==> config.mk <==
export PLATFORM = sky130hd
export DESIGN_NAME = drive_param_bank
export DESIGN_NICKNAME = d
export VERILOG_FILES = /design/src/core/drive_param_pkg.sv /design/src/core/drive_param_bank.sv /design/src/core/param_range_check.sv
export VERILOG_INCLUDE_DIRS = /design/src /design/src/core
export SDC_FILE = /design/constraint.sdc
export NUM_CORES = 1
export LEC_CHECK = 0
export BUFFER_PORTS_ARGS = -buffer_cell sky130_fd_sc_hd__buf_4
export CORE_UTILIZATION = 45
export DETAILED_ROUTE_END_ITERATION = 8
export HOLD_SLACK_MARGIN = 0.03
export PLACE_DENSITY = 0.73
export SLEW_MARGIN = 20
export SYNTH_ARGS = -nofsm -noshare
export SYNTH_HDL_FRONTEND = slang
export SYNTH_SLANG_ARGS = --single-unit
==> constraint.sdc <==
create_clock -name clk_sys -period 1.68 [get_ports clk_sys]
set_clock_uncertainty 0.1 [all_clocks]
set_input_delay 0.42 -clock clk_sys [delete_from_list [all_inputs] [get_ports clk_sys]]
set_output_delay 0.42 -clock clk_sys [all_outputs]
set_load 0.01 [all_outputs]
==> src/core/drive_param_params.svh <==
// constants for the drive parameter bank: register numbers, limits, resets
// assumes it is included by bare name from the package and the design files
`ifndef DRIVE_PARAM_PARAMS_SVH
`define DRIVE_PARAM_PARAMS_SVH

////////////////////////////////////////////////////////////////////////////
// register numbers as seen on the serial link
`define ADDR_ACCEL_HI 16'h142a
`define ADDR_ACCEL_LO 16'h142b
`define ADDR_DECEL_HI 16'h142c
`define ADDR_DECEL_LO 16'h142d
`define ADDR_PID_DEV 16'h142e
`define ADDR_ACCEL2_HI 16'h142f
`define ADDR_ACCEL2_LO 16'h1430
`define ADDR_DECEL2_HI 16'h1431
`define ADDR_DECEL2_LO 16'h1432
`define ADDR_PID_FB_MAX 16'h1438
`define ADDR_PID_FB_MIN 16'h1439
`define ADDR_OTQ_FD 16'h143b
`define ADDR_OTQ_RR 16'h143c
`define ADDR_OTQ_RD 16'h143d
`define ADDR_OTQ_FR 16'h143e
`define ADDR_THERMAL 16'h1441
`define ADDR_ALARM_W 16'h1442
`define ADDR_ZERO_SPD 16'h1443
`define ADDR_HEATSINK 16'h1444
`define ADDR_LINE_RATE 16'h144b
`define ADDR_NODE 16'h144c
`define ADDR_CHAR_LEN 16'h144d
`define ADDR_PARITY 16'h144e
`define ADDR_STOP_BITS 16'h144f
`define ADDR_ERR_ACTION 16'h1450
`define ADDR_PROTOCOL 16'h1453

// number of stored parameters
`define NUM_PARAMS 26

////////////////////////////////////////////////////////////////////////////
// accepted value limits (inclusive)
`define LIM_FREQ 16'h9c40
`define LIM_TENTH_PCT 16'h03e8
`define LIM_TORQUE 16'h0096
`define LIM_THERMAL 16'h0064
`define LIM_ZERO_SPD 16'h2710
`define LIM_HEATSINK 16'h00c8
`define LIM_ALARM_W 16'h0002
`define RATE_MIN 16'h0002
`define RATE_MAX 16'h0006
`define NODE_MIN 16'h0001
`define NODE_MAX 16'h0020
`define CHAR_MIN 16'h0007
`define CHAR_MAX 16'h0008
`define LIM_PARITY 16'h0002
`define STOP_MIN 16'h0001
`define STOP_MAX 16'h0002
`define LIM_ERR_ACTION 16'h0004
`define LIM_PROTOCOL 16'h0001

////////////////////////////////////////////////////////////////////////////
// reset values; parameters not listed reset to zero
`define RST_ZERO 16'h0000
`define RST_LINE_RATE 16'h0005
`define RST_NODE 16'h0001
`define RST_CHAR_LEN 16'h0008
`define RST_STOP_BITS 16'h0001

`endif

==> src/core/drive_param_pkg.sv <==
// types shared by the drive parameter bank and its range checker
// assumes the params header sits beside it on the include path
package drive_param_pkg;

  // storage slot of each parameter
  typedef enum logic [4:0] {
    IX_ACCEL_HI, IX_ACCEL_LO, IX_DECEL_HI, IX_DECEL_LO, IX_PID_DEV,
    IX_ACCEL2_HI, IX_ACCEL2_LO, IX_DECEL2_HI, IX_DECEL2_LO,
    IX_PID_FB_MAX, IX_PID_FB_MIN, IX_OTQ_FD, IX_OTQ_RR, IX_OTQ_RD,
    IX_OTQ_FR, IX_THERMAL, IX_ALARM_W, IX_ZERO_SPD, IX_HEATSINK,
    IX_LINE_RATE, IX_NODE, IX_CHAR_LEN, IX_PARITY, IX_STOP_BITS,
    IX_ERR_ACTION, IX_PROTOCOL
  } param_idx_t;

  // result of decoding a register number
  typedef struct packed {
    logic hit;
    param_idx_t idx;
  } addr_hit_t;

  // one access from the link decoder
  typedef struct packed {
    logic valid;
    logic write;
    logic [15:0] addr;
    logic [15:0] wdata;
  } param_req_t;

  // answer to one access
  typedef struct packed {
    logic ack;
    logic err;
    logic [15:0] rdata;
  } param_rsp_t;

  // line rate encodings
  typedef enum logic [2:0] {
    RATE_LOOPBACK = 3'h2, RATE_2400, RATE_4800, RATE_9600, RATE_19200
  } rate_t;

  typedef enum logic [1:0] {PAR_NONE, PAR_EVEN, PAR_ODD} parity_t;

  typedef enum logic [1:0] {ALARM_OFF, ALARM_3BIT, ALARM_4BIT} alarm_w_t;

  // action taken on a link error
  typedef enum logic [2:0] {
    ERR_TRIP, ERR_DECEL_TRIP, ERR_IGNORE, ERR_COAST, ERR_DECEL_STOP
  } err_action_t;

  // decoded link and alarm settings for the rest of the drive
  typedef struct packed {
    rate_t rate;
    logic [5:0] node;
    logic eightBits;
    parity_t parity;
    logic twoStop;
    logic rtuMode;
    err_action_t errAction;
    alarm_w_t alarmWidth;
  } link_cfg_t;

endpackage : drive_param_pkg

==> src/core/drive_param_bank.sv <==
// drive parameter bank: 16-bit settings reached by register number
// assumes the link decoder runs on clk_sys and issues one access at a time
//
// Overview of operation
// - accel arrival threshold as high/low words
// - decel arrival threshold as high/low words
// - second accel/decel threshold pair, same range
// - PID deviation level 0 to 1000
// - PID feedback max and min 0 to 1000
// - four over-torque levels 0 to 150
// - thermal warning level 0 to 100
// - alarm code width: off, 3 or 4 bits
// - zero-speed level 0 to 10000
// - heat-sink warning level 0 to 200
// - line rate: loopback, 2400 to 19200
// - character length seven or eight bits
// - parity none, even or odd
// - one or two stop bits
// - link error action selects five reactions
// - protocol select: ASCII or RTU
`timescale 1ns/100ps
`include "drive_param_params.svh"

module drive_param_bank
  import drive_param_pkg::*;
(
  input wire logic clk_sys,
  input wire logic arst_n,
  input wire param_req_t req,
  output param_rsp_t rsp,
  output logic [`NUM_PARAMS-1:0][15:0] bank,
  output link_cfg_t linkCfg
);

  ////////////////////////////////////////////////////////////////////////
  // decode helpers

  // map a register number to its slot; anything else is a miss
  function automatic addr_hit_t decodeAddr(input logic [15:0] addr);
    addr_hit_t r;
    r.hit = 1'b1;
    r.idx = IX_ACCEL_HI;
    if (addr == `ADDR_ACCEL_HI) r.idx = IX_ACCEL_HI;
    else if (addr == `ADDR_ACCEL_LO) r.idx = IX_ACCEL_LO;
    else if (addr == `ADDR_DECEL_HI) r.idx = IX_DECEL_HI;
    else if (addr == `ADDR_DECEL_LO) r.idx = IX_DECEL_LO;
    else if (addr == `ADDR_PID_DEV) r.idx = IX_PID_DEV;
    else if (addr == `ADDR_ACCEL2_HI) r.idx = IX_ACCEL2_HI;
    else if (addr == `ADDR_ACCEL2_LO) r.idx = IX_ACCEL2_LO;
    else if (addr == `ADDR_DECEL2_HI) r.idx = IX_DECEL2_HI;
    else if (addr == `ADDR_DECEL2_LO) r.idx = IX_DECEL2_LO;
    else if (addr == `ADDR_PID_FB_MAX) r.idx = IX_PID_FB_MAX;
    else if (addr == `ADDR_PID_FB_MIN) r.idx = IX_PID_FB_MIN;
    else if (addr == `ADDR_OTQ_FD) r.idx = IX_OTQ_FD;
    else if (addr == `ADDR_OTQ_RR) r.idx = IX_OTQ_RR;
    else if (addr == `ADDR_OTQ_RD) r.idx = IX_OTQ_RD;
    else if (addr == `ADDR_OTQ_FR) r.idx = IX_OTQ_FR;
    else if (addr == `ADDR_THERMAL) r.idx = IX_THERMAL;
    else if (addr == `ADDR_ALARM_W) r.idx = IX_ALARM_W;
    else if (addr == `ADDR_ZERO_SPD) r.idx = IX_ZERO_SPD;
    else if (addr == `ADDR_HEATSINK) r.idx = IX_HEATSINK;
    else if (addr == `ADDR_LINE_RATE) r.idx = IX_LINE_RATE;
    else if (addr == `ADDR_NODE) r.idx = IX_NODE;
    else if (addr == `ADDR_CHAR_LEN) r.idx = IX_CHAR_LEN;
    else if (addr == `ADDR_PARITY) r.idx = IX_PARITY;
    else if (addr == `ADDR_STOP_BITS) r.idx = IX_STOP_BITS;
    else if (addr == `ADDR_ERR_ACTION) r.idx = IX_ERR_ACTION;
    else if (addr == `ADDR_PROTOCOL) r.idx = IX_PROTOCOL;
    else r.hit = 1'b0; // reserved or outside the bank
    return r;
  endfunction : decodeAddr

  // reset value of each slot; link settings start in a usable state
  function automatic logic [15:0] resetValue(input int slot);
    logic [15:0] v;
    v = `RST_ZERO;
    if (slot == int'(IX_LINE_RATE)) v = `RST_LINE_RATE;
    else if (slot == int'(IX_NODE)) v = `RST_NODE;
    else if (slot == int'(IX_CHAR_LEN)) v = `RST_CHAR_LEN;
    else if (slot == int'(IX_STOP_BITS)) v = `RST_STOP_BITS;
    return v;
  endfunction : resetValue

  ////////////////////////////////////////////////////////////////////////
  // access decode

  addr_hit_t dec; // slot addressed by the current request
  logic valueOk; // write data is inside the slot's range
  logic writeOk; // write will be stored this cycle
  logic refused; // access answered with an error

  always_comb
  begin
    dec = decodeAddr(req.addr);
  end

  // limits live in their own module so the table can be reviewed alone
  param_range_check u_range
  (
    .idx(dec.idx),
    .value(req.wdata),
    .ok(valueOk)
  );

  // a miss refuses reads and writes alike; a bad value refuses the write
  assign refused = req.valid && (!dec.hit ||
    (req.write && !valueOk));
  assign writeOk = req.valid && req.write && dec.hit && valueOk;

  ////////////////////////////////////////////////////////////////////////
  // storage: one flop word per parameter

  for (genvar g = 0; g < `NUM_PARAMS; g++)
  begin : g_slot
    localparam logic [15:0] RST = resetValue(g);
    // only an accepted write to this slot changes it
    always_ff @(posedge clk_sys or negedge arst_n)
    begin
      if (!arst_n)
      begin
        bank[g] <= RST;
      end
      else if (writeOk && (dec.idx == param_idx_t'(g)))
      begin
        bank[g] <= req.wdata;
      end
    end
  end

  ////////////////////////////////////////////////////////////////////////
  // answer: one cycle after the request, every request answered

  always_ff @(posedge clk_sys or negedge arst_n)
  begin
    if (!arst_n)
    begin
      rsp <= '0;
    end
    else
    begin
      rsp.ack <= req.valid;
      rsp.err <= refused;
      // read data only on a good read, so stale words never leak out
      if (req.valid && !req.write && dec.hit)
      begin
        rsp.rdata <= bank[dec.idx];
      end
      else
      begin
        rsp.rdata <= 16'h0000;
      end
    end
  end

  ////////////////////////////////////////////////////////////////////////
  // decoded settings, registered from the stored words
  // costs one cycle of lag after a write, but keeps the outputs on flops

  always_ff @(posedge clk_sys or negedge arst_n)
  begin
    if (!arst_n)
    begin
      linkCfg.rate <= rate_t'(3'(`RST_LINE_RATE));
      linkCfg.node <= 6'(`RST_NODE);
      linkCfg.eightBits <= 1'b1;
      linkCfg.parity <= PAR_NONE;
      linkCfg.twoStop <= 1'b0;
      linkCfg.rtuMode <= 1'b0;
      linkCfg.errAction <= ERR_TRIP;
      linkCfg.alarmWidth <= ALARM_OFF;
    end
    else
    begin
      linkCfg.rate <= rate_t'(bank[IX_LINE_RATE][2:0]);
      linkCfg.node <= bank[IX_NODE][5:0];
      // only 7 and 8 are stored, so a compare with eight is enough
      linkCfg.eightBits <= (bank[IX_CHAR_LEN] == `CHAR_MAX);
      linkCfg.parity <= parity_t'(bank[IX_PARITY][1:0]);
      linkCfg.twoStop <= (bank[IX_STOP_BITS] == `STOP_MAX);
      linkCfg.rtuMode <= bank[IX_PROTOCOL][0];
      linkCfg.errAction <= err_action_t'(bank[IX_ERR_ACTION][2:0]);
      linkCfg.alarmWidth <= alarm_w_t'(bank[IX_ALARM_W][1:0]);
    end
  end
endmodule : drive_param_bank

==> src/core/param_range_check.sv <==
// range checker: says whether a value may be stored into a parameter slot
// assumes a purely combinational use from the bank on the same clock
`timescale 1ns/100ps
`include "drive_param_params.svh"

module param_range_check
  import drive_param_pkg::*;
(
  input wire param_idx_t idx,
  input wire logic [15:0] value,
  output logic ok
);

  // one limit check per slot; high words of 32-bit thresholds must be zero
  // because the whole threshold fits below 2^16
  always_comb
  begin
    case (idx)
      IX_ACCEL_HI, IX_DECEL_HI, IX_ACCEL2_HI, IX_DECEL2_HI:
        ok = (value == 16'h0000);
      IX_ACCEL_LO, IX_DECEL_LO, IX_ACCEL2_LO, IX_DECEL2_LO:
        ok = (value <= `LIM_FREQ);
      IX_PID_DEV, IX_PID_FB_MAX, IX_PID_FB_MIN:
        ok = (value <= `LIM_TENTH_PCT);
      IX_OTQ_FD, IX_OTQ_RR, IX_OTQ_RD, IX_OTQ_FR:
        ok = (value <= `LIM_TORQUE);
      IX_THERMAL: ok = (value <= `LIM_THERMAL);
      IX_ALARM_W: ok = (value <= `LIM_ALARM_W);
      IX_ZERO_SPD: ok = (value <= `LIM_ZERO_SPD);
      IX_HEATSINK: ok = (value <= `LIM_HEATSINK);
      IX_LINE_RATE:
        ok = (value >= `RATE_MIN) && (value <= `RATE_MAX);
      IX_NODE: ok = (value >= `NODE_MIN) && (value <= `NODE_MAX);
      IX_CHAR_LEN:
        ok = (value >= `CHAR_MIN) && (value <= `CHAR_MAX);
      IX_PARITY: ok = (value <= `LIM_PARITY);
      IX_STOP_BITS:
        ok = (value >= `STOP_MIN) && (value <= `STOP_MAX);
      IX_ERR_ACTION: ok = (value <= `LIM_ERR_ACTION);
      IX_PROTOCOL: ok = (value <= `LIM_PROTOCOL);
      default: ok = 1'b0;
    endcase
  end

endmodule : param_range_check

==> reports/results.tsv <==
metric	value	unit
R2R depth	7	
CP bufs+invs	6	
Post-synth top flop	dfrtp_1	
P_sw	5.226	mW
max-cap viol count	0	
Net Sw Frac	22.75	%
Core Util, Final	70.34	%
fin crit period	3.171	ns
Area contributors post-synth	dfrtp_1 (52%), mux2i_1 (8.3%), mux2_2 (6.6%), nor2b_1 (5.7%), mux2_4 (2.9%)	
Synth Cell Area	21470	um2
TritonRoute pass-1 iters	8	
PD cells	696.9	nW/um2
GPL Wtd Cong	0.9755	
Pleak	16.46	nW
Yosys reg bits	453	
share of post-route cells with drive strength above 1	53.04	%
Levels on crit path	13	
Post-synth EDFFs	0	
worst slew pin tran	0.5483	ns
critical path, cell by cell	buf_4 -> buf_4 -> or4_1 -> nor3_1 -> nand4_1 -> o21ai_1 -> a22oi_2 -> buf_6 -> buf_6 -> a2111oi_4 -> buf_4 -> buf_12 -> mux2_2	
Clk Latency, worst-skew pair	0.60	ns
vias in the first global route	19810	
Yosys top cell area share	51.74	%
Routed WL	97.28	mm
Async SR Flop Fraction	100.0	%
port bufs	488	
via count	19600	
Final setup viols	684	
Placed Cells	3150	
Detail Route Antenna Nets	0	
clk root buf	clkbuf_16	
Post-Syn Nets	1748	
Post-Syn Area per Cell	12.54	um2
global-route wire length before repair	136.8	mm
hold slack	0.1695	ns
CP required	2.06	ns
die height	220.4	um
Clock power frac	47.5	%
clock sink total	453	
Area after DPL	29690	um2
Setup crit start kind	input pin	
Area Growth Syn to Fin	53.47	%
clk slew on worst S/H paths	0.06	ns
Die Width	220.4	um
Combinational Power Share	5.0	%
failing checks	design-rule violations, negative setup slack	
initial antenna violation count	1	
fin cells	3301	
delay-heaviest family, CP	simple AND/OR/NAND/NOR gates	
WL/cell	29.47	um
slowest stage cell, crit path	or4_1	
critical path's largest stage delay	0.55	ns
crit path DAT	3.55	ns
peak supply drop	1.050	mV
Avg Vias per Cell	5.937	
Yosys warnings	0	
Post-route DRC	35	
CP endpoint kind	flop	
First DRT Iteration DRCs	1843	
# nets final	2698	
overall die area	48600	um2
post-synthesis sequential area ratio	52.84	%
Initial Utilization	45.83	%
Fin Setup TNS	-595.39	ns
FP Rows	79	
hold depth	3	
Crit path top cell by count	buf_4	
status	finished with violations	
post-synthesis cell count	1712	
placeable core area	46850	um2
clk buf depth	3	
Synth area leader	dfrtp_1	
library cells used by synthesis	86	
Slew Viols, Final	0	
Ports	489	
FILL cells	3376	
gr usage total	39.11	%
Hold Path Class	in2reg	
CTS tree	done	
CTS buffer count	49	
P_int	17.74	mW
Setup CP Type	in2reg	
Rel. slew slack	62.50	%
crit-path max FO	12	
n_diodes	0	
total gr overflow	0	
maximum operating frequency	315.4	MHz
Final Hold Fails	0	
Design Area, Final	32950	um2
largest net degree at the start of global routing	61	
Tcrit/Tclk final	188.7	%
fin worst setup slack	-1.491	ns
H-tree depth	2	
RSZ-0062 raised after global routing	true	
DP Wirelength	71.90	mm
Reg power frac	47.5	%
[worst register-to-register path: cells and delay by family, from the launching register on]
kind	cells	cell delay [ns]
AOI/OAI and AO/OA	5	1.05
DFF	1	0.38
buffers and inverters	2	0.27
[kinds of logic after synthesis]
family          count (synthesis)  share of synthesized area, %
simple gates                  424                         11.89
flops                         453                         52.84
xor+xnor                        5                        0.2040
mux                           367                         18.94
buf+inv                       157                         3.321
compound gates                306                         12.80
[worst paths after layout]
path / from / end / slack (ns)
max: req[4] / bank[69] / -1.49
min: req[14] / bank[62] / 0.17
max reg2reg: bank[380] / rsp[12] / -0.21
min reg2reg: bank[306] / linkCfg[18] / 0.32
max in group asynchronous: arst_n / bank[380] / 0.56
min in group asynchronous: arst_n / bank[10] / 0.20
[metal layers]
layer / up-vias / share of wire (%) / track usage, %
met5: - / 0.087 / 0.7071
met4: 8 / 6.1 / 20.76
met3: 272 / 9.1 / 9.649
met2: 1094 / 45 / 61.73
met1: 10040 / 39 / 49.53
li1: 8190 / - / -
[state kept, by name, indices dropped and copies added (netlist names)]
name	flops
bank	416
rsp	18
linkCfg	19
[cell usage in the layout, fill, tap and decap left out, types with 5 or more instances in the layout]
| cell type | instances |
|---|---|
| o211ai_1 | 10 |
| nand2_1 | 31 |
| and3_1 | 16 |
| nor2b_1 | 183 |
| buf_8 | 9 |
| nor3_1 | 5 |
| inv_1 | 18 |
| o21ai_0 | 27 |
| nor2_1 | 35 |
| o21bai_1 | 14 |
| buf_12 | 49 |
| buf_6 | 60 |
| mux2i_1 | 178 |
| a22oi_1 | 17 |
| nor2b_2 | 12 |
| a21oi_1 | 25 |
| nand4_1 | 16 |
| a211o_1 | 11 |
| o32ai_1 | 14 |
| dfrtp_1 | 444 |
| o31a_1 | 33 |
| nor4_1 | 8 |
| o22ai_1 | 19 |
| clkbuf_8 | 8 |
| dfstp_2 | 9 |
| mux2_4 | 120 |
| or2_2 | 5 |
| buf_4 | 908 |
| a2111oi_4 | 22 |
| a2bb2oi_2 | 5 |
| mux2_2 | 69 |
| clkbuf_16 | 55 |
| clkbuf_1 | 14 |
| a211oi_1 | 19 |
| nand3_1 | 33 |
| a2bb2oi_1 | 16 |
[power by group through the flow]
stage / Combinational, mW / Sequential (mW) / Clock, mW
final: 1.14 / 10.9 / 10.9
after global routing: 1.20 / 10.9 / 11.4
after CTS: 1.06 / 10.9 / 11.0
after detailed placement: 1.04 / 11.1 / 0
after global placement: 1.03 / 11.1 / 0
after floorplan: 0.243 / 11.1 / 0
[cell usage after synthesis (4+ instances only)]
cell,count
nand2b_1,4
a21oi_1,29
and4_1,5
a2111oi_4,19
o21ai_0,27
nor4b_2,4
clkbuf_1,74
a2bb2oi_1,21
nand2_1,35
and2_1,4
nor2_1,40
buf_4,5
buf_6,9
o21bai_1,14
nor3_1,9
o22ai_1,20
or2_2,5
o32ai_1,19
buf_2,30
a2111oi_0,5
dfstp_2,9
nor4b_1,6
a21boi_0,8
nand3_1,38
and3_1,18
dfrtp_1,444
nor4_1,14
o211ai_1,10
a211o_1,12
a211oi_1,20
o31a_1,33
mux2_1,21
mux2_4,42
mux2_2,126
a22oi_1,18
mux2i_1,178
nand4_1,16
nor2b_1,197
buf_1,20
inv_1,18
[cell type report]
cell class                 count  area [um2]  area share [%]
sequential                   453       11350           34.43
multi-input combinational   1102       10340           31.38
timing repair buffer        1037        8841           26.83
clock buffer                  72        1414           4.290
tap                          607       759.5           2.305
clock inverter                11       180.2          0.5467
inverter                      19       71.32          0.2164
[repair_timing]
| item | CTS | global route |
|---|---|---|
| gates cloned | 4 | 6 |
| buffers inserted | 27 | 34 |
| hold buffers | 2 | 0 |
| endpoints found under the setup margin | 776 | 828 |
| gates resized for setup | 61 | 181 |
| pin swaps | 21 | 19 |
| endpoints found under the hold margin | 408 | 0 |
[per-stage QoR]
stage                     power (mW)  worst slack, ns
after floorplan                11.36           -2.052
after global placement         12.15           -2.370
after detailed placement       12.15           -2.264
after CTS                      22.95           -1.470
after global routing           23.51           -1.535
final                          22.97           -1.491
Note: power is estimated with default switching activity, not from simulation.
